===== src/core/gpio_pkg.sv =====
package gpio_pkg;

   localparam int NPIN = 8;

   // register indices; byte address is four times the index
   localparam logic [5:0] IDX_DIR = 6'h00;
   localparam logic [5:0] IDX_DIRSET = 6'h01;
   localparam logic [5:0] IDX_DIRCLR = 6'h02;
   localparam logic [5:0] IDX_DIRTGL = 6'h03;
   localparam logic [5:0] IDX_OUT = 6'h04;
   localparam logic [5:0] IDX_OUTSET = 6'h05;
   localparam logic [5:0] IDX_OUTCLR = 6'h06;
   localparam logic [5:0] IDX_OUTPUT_TOGGLE_REG = 6'h07;
   localparam logic [5:0] IDX_IN = 6'h08;
   localparam logic [5:0] IDX_FLAGS = 6'h09;
   localparam logic [5:0] IDX_PORTCTRL = 6'h0a;
   localparam logic [5:0] IDX_PINCTL = 6'h10;
   localparam logic [5:0] IDX_AL_DIR = 6'h18;
   localparam logic [5:0] IDX_AL_OUT = 6'h19;
   localparam logic [5:0] IDX_AL_IN = 6'h1a;
   localparam logic [5:0] IDX_AL_FLAGS = 6'h1b;

   // pin control fields; SLEW_BIT is in port control
   localparam int INV_BIT = 7;
   localparam int PULL_BIT = 3;
   localparam int SENSE_LSB = 0;
   localparam int SENSE_W = 3;
   localparam int SLEW_BIT = 0;

   localparam logic [2:0] SENSE_NONE = 3'h0;
   localparam logic [2:0] SENSE_ANY = 3'h1;
   localparam logic [2:0] SENSE_RISE = 3'h2;
   localparam logic [2:0] SENSE_FALL = 3'h3;
   localparam logic [2:0] SENSE_OFF = 3'h4;
   localparam logic [2:0] SENSE_LOW = 3'h5;

   // pins with fully asynchronous sensing
   localparam logic [7:0] FULL_ASYNC = 8'h44;
   localparam logic [1:0] DEAD_CYC = 2'h3;
   localparam logic [1:0] RESP_OKAY = 2'h0;
   localparam logic [1:0] RESP_SLVERR = 2'h2;

   typedef struct packed {
      logic awvalid;
      logic [7:0] awaddr;
      logic wvalid;
      logic [31:0] wdata;
      logic [3:0] wstrb;
      logic bready;
      logic arvalid;
      logic [7:0] araddr;
      logic rready;
   } axi_req_type;

   typedef struct packed {
      logic awready;
      logic wready;
      logic bvalid;
      logic [1:0] bresp;
      logic arready;
      logic rvalid;
      logic [31:0] rdata;
      logic [1:0] rresp;
   } axi_rsp_type;

   typedef struct packed {
      logic [7:0] dir_en;
      logic [7:0] dir;
      logic [7:0] out_en;
      logic [7:0] out;
      logic [7:0] pull_en;
      logic [7:0] pull;
   } ovr_type;

   typedef struct packed {
      logic [7:0] dir;
      logic [7:0] out;
      logic [7:0] flags;
      logic [7:0] s1;
      logic [7:0] s2;
      logic [7:0] prev;
      logic slew;
      logic [7:0][7:0] pctl;
      logic [7:0][1:0] dead;
      logic aw_got;
      logic [7:0] awaddr;
      logic w_got;
      logic [7:0] wdata;
      logic wstb;
      logic bvalid;
      logic [1:0] bresp;
      logic rvalid;
      logic [7:0] rdata;
      logic [1:0] rresp;
   } port_state_type;

   localparam port_state_type ST_RST = '0;

endpackage


===== src/core/gpio_pin_config_sense.sv =====
`timescale 1ns/1ps
module gpio_pin_config_sense (
   input wire logic aclk,
   input wire logic aresetn,
   input wire gpio_pkg::axi_req_type axi_req,
   output gpio_pkg::axi_rsp_type axi_rsp,
   input wire logic [7:0] pin_in,
   output logic [7:0] pin_out,
   output logic [7:0] pin_oe,
   output logic [7:0] pull_en,
   input wire gpio_pkg::ovr_type ovr,
   output logic [7:0] sync_in,
   output logic [7:0] pin_event,
   output logic slew_limit,
   output logic irq,
   output logic wake
);
   import gpio_pkg::*;

   port_state_type st_r;
   port_state_type st_nxt;
   logic [7:0] inv;
   logic [7:0] pullb;
   logic [7:0] off;
   logic [7:0] src_en;
   logic [7:0][2:0] sense;
   logic [7:0] in_view;
   logic [7:0] pin_v;
   logic [7:0] rise;
   logic [7:0] fall;
   logic [7:0] set_v;
   logic [7:0] clr;
   logic [7:0] ctl_wr;
   logic [7:0] stop_wake;
   logic [6:0] wdec;
   logic [6:0] rdec;

   // alias decode shared
   // alias indices fold onto the regular ones, so both paths share one decode
   function automatic logic [6:0] reg_decode(input logic [7:0] addr);
      logic [5:0] idx;
      idx = addr[7:2];
      reg_decode = {1'b0, idx};
      if (addr[1:0] != 2'h0) begin
         reg_decode = {1'b0, idx};
      end else if (idx == IDX_AL_DIR) begin
         reg_decode = {1'b1, IDX_DIR};
      end else if (idx == IDX_AL_OUT) begin
         reg_decode = {1'b1, IDX_OUT};
      end else if (idx == IDX_AL_IN) begin
         reg_decode = {1'b1, IDX_IN};
      end else if (idx == IDX_AL_FLAGS) begin
         reg_decode = {1'b1, IDX_FLAGS};
      end else if (idx <= IDX_PORTCTRL) begin
         reg_decode = {1'b1, idx};
      end else if (idx >= IDX_PINCTL && idx < IDX_AL_DIR) begin
         reg_decode = {1'b1, idx};
      end
   endfunction

   always_comb begin
      st_nxt = st_r;
      clr = 8'h00;
      ctl_wr = 8'h00;
      for (int i = 0; i < NPIN; i++) begin
         inv[i] = st_r.pctl[i][INV_BIT];
         pullb[i] = st_r.pctl[i][PULL_BIT];
         sense[i] = st_r.pctl[i][SENSE_LSB +: SENSE_W];
         off[i] = (sense[i] == SENSE_OFF);
         src_en[i] = (sense[i] != SENSE_NONE) && !off[i];
      end

      st_nxt.s1 = pin_in;
      // held edge may surface on re-enable
      st_nxt.s2 = (st_r.s2 & off) | (st_r.s1 & ~off);
      in_view = st_r.s2 ^ inv;
      pin_v = pin_in ^ inv;
      // invert flips view, prev keeps old value
      rise = in_view & ~st_r.prev;
      fall = ~in_view & st_r.prev;
      st_nxt.prev = in_view;

      // register writes
      wdec = reg_decode(st_r.awaddr);
      if (st_r.aw_got && st_r.w_got) begin
         if (wdec[6] && st_r.wstb) begin
            if (wdec[5:0] == IDX_DIR) begin
               st_nxt.dir = st_r.wdata;
            end else if (wdec[5:0] == IDX_DIRSET) begin
               st_nxt.dir = st_r.dir | st_r.wdata;
            end else if (wdec[5:0] == IDX_DIRCLR) begin
               st_nxt.dir = st_r.dir & ~st_r.wdata;
            end else if (wdec[5:0] == IDX_DIRTGL) begin
               st_nxt.dir = st_r.dir ^ st_r.wdata;
            end else if (wdec[5:0] == IDX_OUT) begin
               st_nxt.out = st_r.wdata;
            end else if (wdec[5:0] == IDX_OUTSET) begin
               st_nxt.out = st_r.out | st_r.wdata;
            end else if (wdec[5:0] == IDX_OUTCLR) begin
               st_nxt.out = st_r.out & ~st_r.wdata;
            end else if (wdec[5:0] == IDX_OUTPUT_TOGGLE_REG || wdec[5:0] == IDX_IN) begin
               st_nxt.out = st_r.out ^ st_r.wdata;
            end else if (wdec[5:0] == IDX_FLAGS) begin
               clr = st_r.wdata;
            end else if (wdec[5:0] == IDX_PORTCTRL) begin
               st_nxt.slew = st_r.wdata[SLEW_BIT];
            end else begin
               st_nxt.pctl[wdec[2:0]] = st_r.wdata;
               ctl_wr[wdec[2:0]] = 1'b1;
            end
         end
         st_nxt.aw_got = 1'b0;
         st_nxt.w_got = 1'b0;
         st_nxt.bvalid = 1'b1;
         st_nxt.bresp = wdec[6] ? RESP_OKAY : RESP_SLVERR;
      end
      if (axi_req.awvalid && !st_r.aw_got && !st_r.bvalid) begin
         st_nxt.aw_got = 1'b1;
         st_nxt.awaddr = axi_req.awaddr;
      end
      if (axi_req.wvalid && !st_r.w_got && !st_r.bvalid) begin
         st_nxt.w_got = 1'b1;
         st_nxt.wdata = axi_req.wdata[7:0];
         st_nxt.wstb = axi_req.wstrb[0];
      end
      if (st_r.bvalid && axi_req.bready) begin
         st_nxt.bvalid = 1'b0;
      end

      // register reads
      rdec = reg_decode(axi_req.araddr);
      if (st_r.rvalid && axi_req.rready) begin
         st_nxt.rvalid = 1'b0;
      end
      if (axi_req.arvalid && !st_r.rvalid) begin
         st_nxt.rvalid = 1'b1;
         st_nxt.rresp = rdec[6] ? RESP_OKAY : RESP_SLVERR;
         if (!rdec[6]) begin
            st_nxt.rdata = 8'h00;
         end else if (rdec[5:0] <= IDX_DIRTGL) begin
            st_nxt.rdata = st_r.dir;
         end else if (rdec[5:0] <= IDX_OUTPUT_TOGGLE_REG) begin
            st_nxt.rdata = st_r.out;
         end else if (rdec[5:0] == IDX_IN) begin
            st_nxt.rdata = in_view;
         end else if (rdec[5:0] == IDX_FLAGS) begin
            st_nxt.rdata = st_r.flags;
         end else if (rdec[5:0] == IDX_PORTCTRL) begin
            st_nxt.rdata = {7'h00, st_r.slew};
         end else begin
            st_nxt.rdata = st_r.pctl[rdec[2:0]];
         end
      end

      // sensing, dead time and flags
      for (int i = 0; i < NPIN; i++) begin
         set_v[i] = 1'b0;
         stop_wake[i] = 1'b0;
         case (sense[i])
            SENSE_ANY: begin
               set_v[i] = rise[i] | fall[i];
               stop_wake[i] = pin_v[i] != st_r.prev[i];
            end
            SENSE_RISE: begin
               set_v[i] = rise[i];
               stop_wake[i] = FULL_ASYNC[i] & pin_v[i] & ~st_r.prev[i];
            end
            SENSE_FALL: begin
               set_v[i] = fall[i];
               stop_wake[i] = FULL_ASYNC[i] & ~pin_v[i] & st_r.prev[i];
            end
            SENSE_LOW: begin
               set_v[i] = ~in_view[i];
               stop_wake[i] = ~pin_v[i];
            end
            default: begin
               set_v[i] = 1'b0;
               stop_wake[i] = 1'b0;
            end
         endcase
         // a rewrite drops the pending condition
         // an invert change in a rewrite still gives an edge one cycle later
         set_v[i] = set_v[i] & ~ctl_wr[i] & (st_r.dead[i] == 2'h0);
         if (set_v[i]) begin
            st_nxt.dead[i] = DEAD_CYC;
         end else if (st_r.dead[i] != 2'h0) begin
            st_nxt.dead[i] = st_r.dead[i] - 2'h1;
         end
      end
      // flag set; set wins over clear
      st_nxt.flags = (st_r.flags & ~clr) | set_v;
   end

   // single clock, sync halts with it
   always_ff @(posedge aclk) begin
      if (!aresetn) begin
         st_r <= ST_RST;
      end else begin
         st_r <= st_nxt;
      end
   end

   // override per aspect, otherwise port logic
   assign pin_oe = (ovr.dir_en & ovr.dir) | (~ovr.dir_en & st_r.dir);
   assign pin_out = ((ovr.out_en & ovr.out) | (~ovr.out_en & st_r.out)) ^ inv;
   assign pull_en = (ovr.pull_en & ovr.pull) | (~ovr.pull_en & pullb & ~pin_oe);
   // events only leave, none come in
   // level events straight from the pin
   assign pin_event = pin_v & ~off;
   assign sync_in = in_view;
   assign slew_limit = st_r.slew;
   // request while an enabled flag is set
   assign irq = |(st_r.flags & src_en);
   // wake works with the clock stopped, except rise/fall sensing on pins outside FULL_ASYNC
   assign wake = irq | (|stop_wake);

   assign axi_rsp.awready = !st_r.aw_got && !st_r.bvalid;
   assign axi_rsp.wready = !st_r.w_got && !st_r.bvalid;
   assign axi_rsp.bvalid = st_r.bvalid;
   assign axi_rsp.bresp = st_r.bresp;
   assign axi_rsp.arready = !st_r.rvalid;
   assign axi_rsp.rvalid = st_r.rvalid;
   assign axi_rsp.rdata = {24'h000000, st_r.rdata};
   assign axi_rsp.rresp = st_r.rresp;

   logic [7:0] w1c_v;
   assign w1c_v = clr & ~set_v;
endmodule


===== config.mk =====
export PLATFORM = sky130hd
export DESIGN_NAME = gpio_pin_config_sense
export DESIGN_NICKNAME = d
export VERILOG_FILES = /design/src/core/gpio_pkg.sv /design/src/core/gpio_pin_config_sense.sv
export SDC_FILE = /design/constraint.sdc
export NUM_CORES = 1
export LEC_CHECK = 0
export ABC_CLOCK_PERIOD_IN_PS = 4350
export BUFFER_PORTS_ARGS = -buffer_cell sky130_fd_sc_hd__buf_2
export CAP_MARGIN = 20
export CORE_ASPECT_RATIO = 1.1
export CORE_MARGIN = 2
export CORE_UTILIZATION = 55
export CTS_CLUSTER_DIAMETER = 50
export DETAILED_ROUTE_END_ITERATION = 10
export GPL_TIMING_DRIVEN = 0
export PLACE_DENSITY = 0.81
export SETUP_SLACK_MARGIN = 0.5
export SLEW_MARGIN = 20
export SYNTH_ARGS = -nofsm -noshare
export SYNTH_HDL_FRONTEND = slang
export SYNTH_SLANG_ARGS = --single-unit
export TNS_END_PERCENT = 1

===== constraint.sdc =====
create_clock -name aclk -period 4.35 [get_ports aclk]
set_input_delay 0.87 -clock aclk [delete_from_list [all_inputs] [get_ports aclk]]
set_output_delay 0.87 -clock aclk [all_outputs]
set_load 0.01 [all_outputs]

# After elaboration in Yosys (flattened, before gate mapping)
# Cells that the tools add are included.
[totals]
register_bits = 162
latchBits = 0
ram_bits = 0
rom_bits = 0
in_bits = 115
word_cells = 403
mem_count = 0
[op_classes]
add_sub_neg = 8
mul = 0
div = 0
magnitude_cmp = 11
eq_ne = 69
shift = 0
muxes = 97
bitwise = 103
reduce_logical = 82
[ops]
columns = ["operator", "count"]
rows = [
  ["8-bit 2-to-1 mux", 39],
  ["8-bit bitwise AND", 16],
  ["7-bit 2-to-1 mux", 14],
  ["8-bit inverter", 9],
  ["64-bit bitwise mux", 1],
  ["8-bit bitwise OR", 7],
  ["3-bit by 2-bit equality test with 1-bit output (second input constant)", 16],
  ["3-bit equality test (second input constant)", 16],
  ["6-bit by 5-bit equality test with 1-bit output (second input constant)", 8],
  ["2-bit nonzero test", 21],
  ["1-bit one-hot mux with 4 select lines", 10],
  ["8-bit XOR", 5],
  ["1-bit inverter", 37],
  ["6-bit by 4-bit equality test with 1-bit output (second input constant)", 6],
  ["2-bit 2-to-1 mux", 18],
  ["8-bit binary-select mux with 3-bit select", 1],
  ["8-bit demux with 3-bit select", 1],
  ["3-bit by 1-bit equality test with 1-bit output (second input constant)", 8],
  ["6-bit by 3-bit equality test with 1-bit output (second input constant)", 4],
  ["12-bit AND reduction", 2],
  ["3-bit nonzero test", 8],
  ["1-bit logical AND", 22],
  ["1-bit bitwise AND", 20],
  ["2-bit logical NOT", 8],
  ["other kinds (26)", 73],
]

# Longest topological paths before layout
[logic_depth]
depth_word = 29
mapped_depth = 10

# Least setup slack after synthesis
# Ideal clock, no wire load.
[synth_path]
path_type = "input-to-output"
startpoint = "in pin_in[2]"
endpoint = "out wake"
t_arrival_ns = 2.248
slack_ns = 1.232
stages = 9
path_cell_list = "xnor2_1 inv_1 ha_1 nor2_1 a21oi_1 or3b_2 nand4_1 nor3_1 o211ai_1"
[synth_via]
elab_chain_len = 6
word_cells_on_any_way = 8
cone_classes = "eq/ne: 1; mux: 1; bitwise: 5; reduce/logical: 1"
[synth_rtl]
columns = ["item", "line", "text"]
rows = [
  ["from (decl)", "gpio_pin_config_sense.sv:7", "input wire logic [7:0] pin_in,"],
  ["8-bit XOR *", "gpio_pin_config_sense.sv:77", "pin_v = pin_in ^ inv;"],
  ["1-bit inverter", "gpio_pin_config_sense.sv:170, gpio_pin_config_sense.sv:174", ""],
  ["1-bit bitwise AND", "gpio_pin_config_sense.sv:170", "stop_wake[i] = FULL_ASYNC[i] & ~pin_v[i] & st_r.prev[i];"],
  ["1-bit one-hot mux with 4 select lines *", "gpio_pin_config_sense.sv:159", "case (sense[i])"],
  ["8-bit OR reduction *", "gpio_pin_config_sense.sv:215", "assign wake = irq | (|stop_wake);"],
  ["1-bit bitwise OR *", "gpio_pin_config_sense.sv:215", ""],
  ["to (decl)", "gpio_pin_config_sense.sv:16", "output logic wake"],
]
# Every way passes the cells marked *; elsewhere a longest branch is shown, timed or not.

# Worst setup path after layout
[layout_path]
startpoint = "reg st_r, in the netlist inv[2]"
endpoint = "out wake"
[layout_via]
elab_chain_len = 6
word_cells_on_any_way = 8
cone_classes = "eq/ne: 1; mux: 1; bitwise: 5; reduce/logical: 1"
[layout_rtl]
columns = ["item", "line", "text"]
rows = [
  ["from (decl)", "gpio_pin_config_sense.sv:20", "port_state_type st_r;"],
  ["from (signal assigned)", "gpio_pin_config_sense.sv:199", "st_r <= st_nxt;"],
  ["8-bit XOR *", "gpio_pin_config_sense.sv:77", ""],
  ["1-bit inverter", "gpio_pin_config_sense.sv:170, gpio_pin_config_sense.sv:174", ""],
  ["1-bit bitwise AND", "gpio_pin_config_sense.sv:170", ""],
  ["1-bit one-hot mux with 4 select lines *", "gpio_pin_config_sense.sv:159", ""],
  ["8-bit OR reduction *", "gpio_pin_config_sense.sv:215", ""],
  ["1-bit bitwise OR *", "gpio_pin_config_sense.sv:215", ""],
]
# Marked as above.

==> metrics.txt <==
status=complete, no violations; core area=approximately 0.018 sq mm; Seq cells post-synth=160; row cnt=52; CP Launch Type=register; Num CTS Buffers=17; Port Buffers=between 100 and 150; Root Buffer=clkbuf_16; largest net degree at the start of global routing=17; IO Pins=199; warnings from Yosys=0; cell area after synthesis=about 0.010 sq mm; fin cells=~1700; share of cells above drive strength 1=18.27%; DP HPWL=approximately 26000 um; clock latency at the later pin of the worst-skew pair=around 430 ps; number of hold buffers added after cts=0; # diodes=0; Max clock buf depth=2; Cell variety after synth=82; crit-path max FO=5; post_cts resized=0; Compound-Gate Fraction of Synth Area=between 10% and 20%; most common cell after layout, fill and taps aside=nand2_1; Synth Area in Simple Gates=22.23%; Pint=between 0.002 and 0.003 W; commonest cells after routing, fill and taps aside=nand2_1, dfxtp_1, buf_2; CTS H-tree depth=4; CTS sink cnt=160; Die X=134.7 um; number of synthesized flops with an enable pin=0; final wirelength=~33000 um; worst path bufs/invs=3; switch share=31.03%; FILL cells=between 1500 and 2000; leakage=roughly 4.9 nW; CTS tree=yes; max-slew violations=0; Layout area overhead=16.29%; register area share after synthesis=between 30% and 40%; Final Core Density=65.26%; Syn Area/Cell=between 7 and 8 sq um; die area=0.01990 sq mm; RSZ-0062 raised after global routing=false; kind of critical path=register to primary output; Gate power share=21.0%; GRT Overall Usage=approximately a third; mux share of post-synthesis cell area=8.489%; final hold viol count=0; Synth Flop Type=dfxtp_1; post-route minimum period=~3600 ps; Data arrival, critical path=2740 ps; Layout Nets=around 1700; Rel. slew slack=a little over a third; initial antenna violation count=1; CP Capture Type=primary output; Seq pwr share=41.5%; Psw=between 0.001 and 0.0015 W; largest family of logic cells by synthesized area=simple AND/OR/NAND/NOR gates; post-synthesis adder-cell area fraction=7.363%; CP top delay family=simple AND/OR/NAND/NOR gates; Post-Synth XOR/XNOR Area=around 2.5%; DP Cell Count=~1700; WL per Instance=19.19 um; Pwr per Cell Area=between 300 and 400 mW/mm^2; Peak Freq=around 280 MHz; total power=just under 0.004 W; total of max-cap violations=0; Mapped Cells=about 1300; Worst VDD drop=0.3297 mV; vias in the first global route=9449; clock skew=between 8 and 9 ps; setup TNS=0 ps; Worst-path clk slew=70 ps; critical path's slowest cell=or3b_2; Cell Chain, Critical Path=clkbuf_1 -> xnor2_1 -> inv_1 -> ha_1 -> nor2_1 -> a21oi_1 -> or3b_2 -> nand4_1 -> nor3_1 -> o211ai_1 -> buf_2; Tcrit/Tclk final=82.89%; vias per cell=approximately 5.8; Critical Path RT=3480 ps; antenna viol nets, final=0; first-pass GRT wire length=51120 um; vias=around 10000; worst min path class=register to register; Post-synth ARST share=0%; global placement routability congestion=around 1.0; slowest stage delay, CP=450 ps; final global-route overflow total=0; initial core utilization=approximately 56%; Final setup violation count=0; Worst-Margin Slew=between 900 and 1000 ps; 1st-iter DRT viols=876; Fin Hold WS=roughly 460 ps; clock share of power=a little under two fifths; TritonRoute pass-1 iters=6; Post-CTS Setup Inserts=0; # DRC=0; chip height=147.8 um
[Yosys cell counts, types with 3 or more instances]
| library cell | n | area, sq um |
|---|---|---|
| inv_1 | 69 | 259.0 |
| xnor2_1 | 19 | 166.4 |
| nand3_1 | 21 | 105.1 |
| nor4_1 | 4 | 25.02 |
| o221ai_1 | 3 | 26.28 |
| clkbuf_1 | 61 | 229.0 |
| nor2b_1 | 60 | 375.4 |
| buf_2 | 10 | 50.05 |
| o21ai_0 | 86 | 430.4 |
| o31ai_1 | 4 | 30.03 |
| nor3b_1 | 8 | 60.06 |
| xor2_1 | 11 | 96.34 |
| nand2_1 | 164 | 615.6 |
| a21boi_0 | 31 | 232.7 |
| and3_1 | 5 | 31.28 |
| o32ai_1 | 4 | 35.03 |
| o21ai_1 | 12 | 60.06 |
| a31oi_1 | 29 | 181.4 |
| o211a_1 | 6 | 60.06 |
| o22ai_1 | 12 | 75.07 |
| nand4_1 | 11 | 68.82 |
| mux2_2 | 13 | 146.4 |
| o211ai_1 | 14 | 105.1 |
| nand2b_1 | 30 | 187.7 |
| a21oi_1 | 60 | 300.3 |
| or3_1 | 3 | 18.77 |
| nand3b_1 | 7 | 52.55 |
| and2_1 | 21 | 131.4 |
| mux2i_1 | 73 | 730.7 |
| buf_6 | 3 | 33.78 |
| or3b_2 | 3 | 26.28 |
| buf_4 | 48 | 360.4 |
| nor4bb_1 | 4 | 40.04 |
| ha_1 | 60 | 750.7 |
| nor3_1 | 18 | 90.09 |
| dfxtp_1 | 160 | 3203 |
| o21a_1 | 4 | 30.03 |
| nor2_1 | 82 | 307.8 |
| a211oi_1 | 9 | 67.56 |
[tightest hold or removal path, cell delays in order, from the launching register on]
cell,delay (ps)
dfxtp_1,330
nand2_1,50
o21ai_0,50
[flip-flops by register name (all words and copies together) (netlist names), named ones only]
| name | flops |
|---|---|
| axi_rsp | 12 |
| inv | 8 |
| slew_limit | 1 |
| sense | 24 |
| pullb | 8 |
| st_r | 99 |
[cell families after synthesis]
family / after synthesis
adders and majority gates: 61
and+or+nand+nor: 458
muxes: 86
AOI/OAI and AO/OA: 310
other: 1
DFF: 160
xor gates and xnor gates: 30
buffers and inverters: 193
[metal layers]
metal | share of wire [%] | global-route usage [%] | vias up | wire length [um]
li1 | - | - | 4807 | -
met1 | 40 | 42.54 | 4728 | 13340
met5 | 0.042 | 0 | - | 14
met4 | 4.4 | 15.32 | 2 | 1456
met2 | 47 | 55.23 | 502 | 15630
met3 | 9.0 | 5.693 | 101 | 3016
[per-stage QoR]
| step | cell area (sq um) | worst slack [ps] |
|---|---|---|
| floorplan | 10430 | 1232 |
| global placement | 11450 | 856.5 |
| detailed placement | 11450 | 831.7 |
| CTS | 12020 | 728.7 |
| global route | 12020 | 564.1 |
| finish | 12020 | 744.5 |
[layout make-up]
| type | count | area, sq um | area share, % |
|---|---|---|---|
| buffer | 124 | 680.7 | 5.665 |
| clock buffer | 20 | 466.7 | 3.884 |
| clock inverter | 12 | 97.59 | 0.8122 |
| inverter | 69 | 259.0 | 2.156 |
| multi-input combinational | 971 | 6284 | 52.30 |
| sequential | 160 | 3203 | 26.66 |
| tap | 243 | 304.0 | 2.530 |
| timing repair buffer | 144 | 720.7 | 5.998 |
[power by group through the flow]
stage / Clock [W] / Sequential, W / Combinational, W
2_1_floorplan: 0 / 0.00163 / 0.000572
3_3_place_gp: 0 / 0.00164 / 0.000768
3_5_place_dp: 0 / 0.00165 / 0.000802
4_1_cts: 0.00145 / 0.00161 / 0.000810
5_1_grt: 0.00152 / 0.00162 / 0.000902
6_report: 0.00146 / 0.00161 / 0.000818
[worst paths after layout]
check / depth (start not counted) / from / endpoint / slack, ps
max reg2reg: 8 / inv[0] / st_r[33] / 1690
min: 2 / axi_rsp[5] / axi_rsp[5] / 460
min reg2reg: 2 / axi_rsp[5] / axi_rsp[5] / 460
max: 11 / inv[2] / wake / 740
No activity file was read; power rests on OpenSTA's default activity.
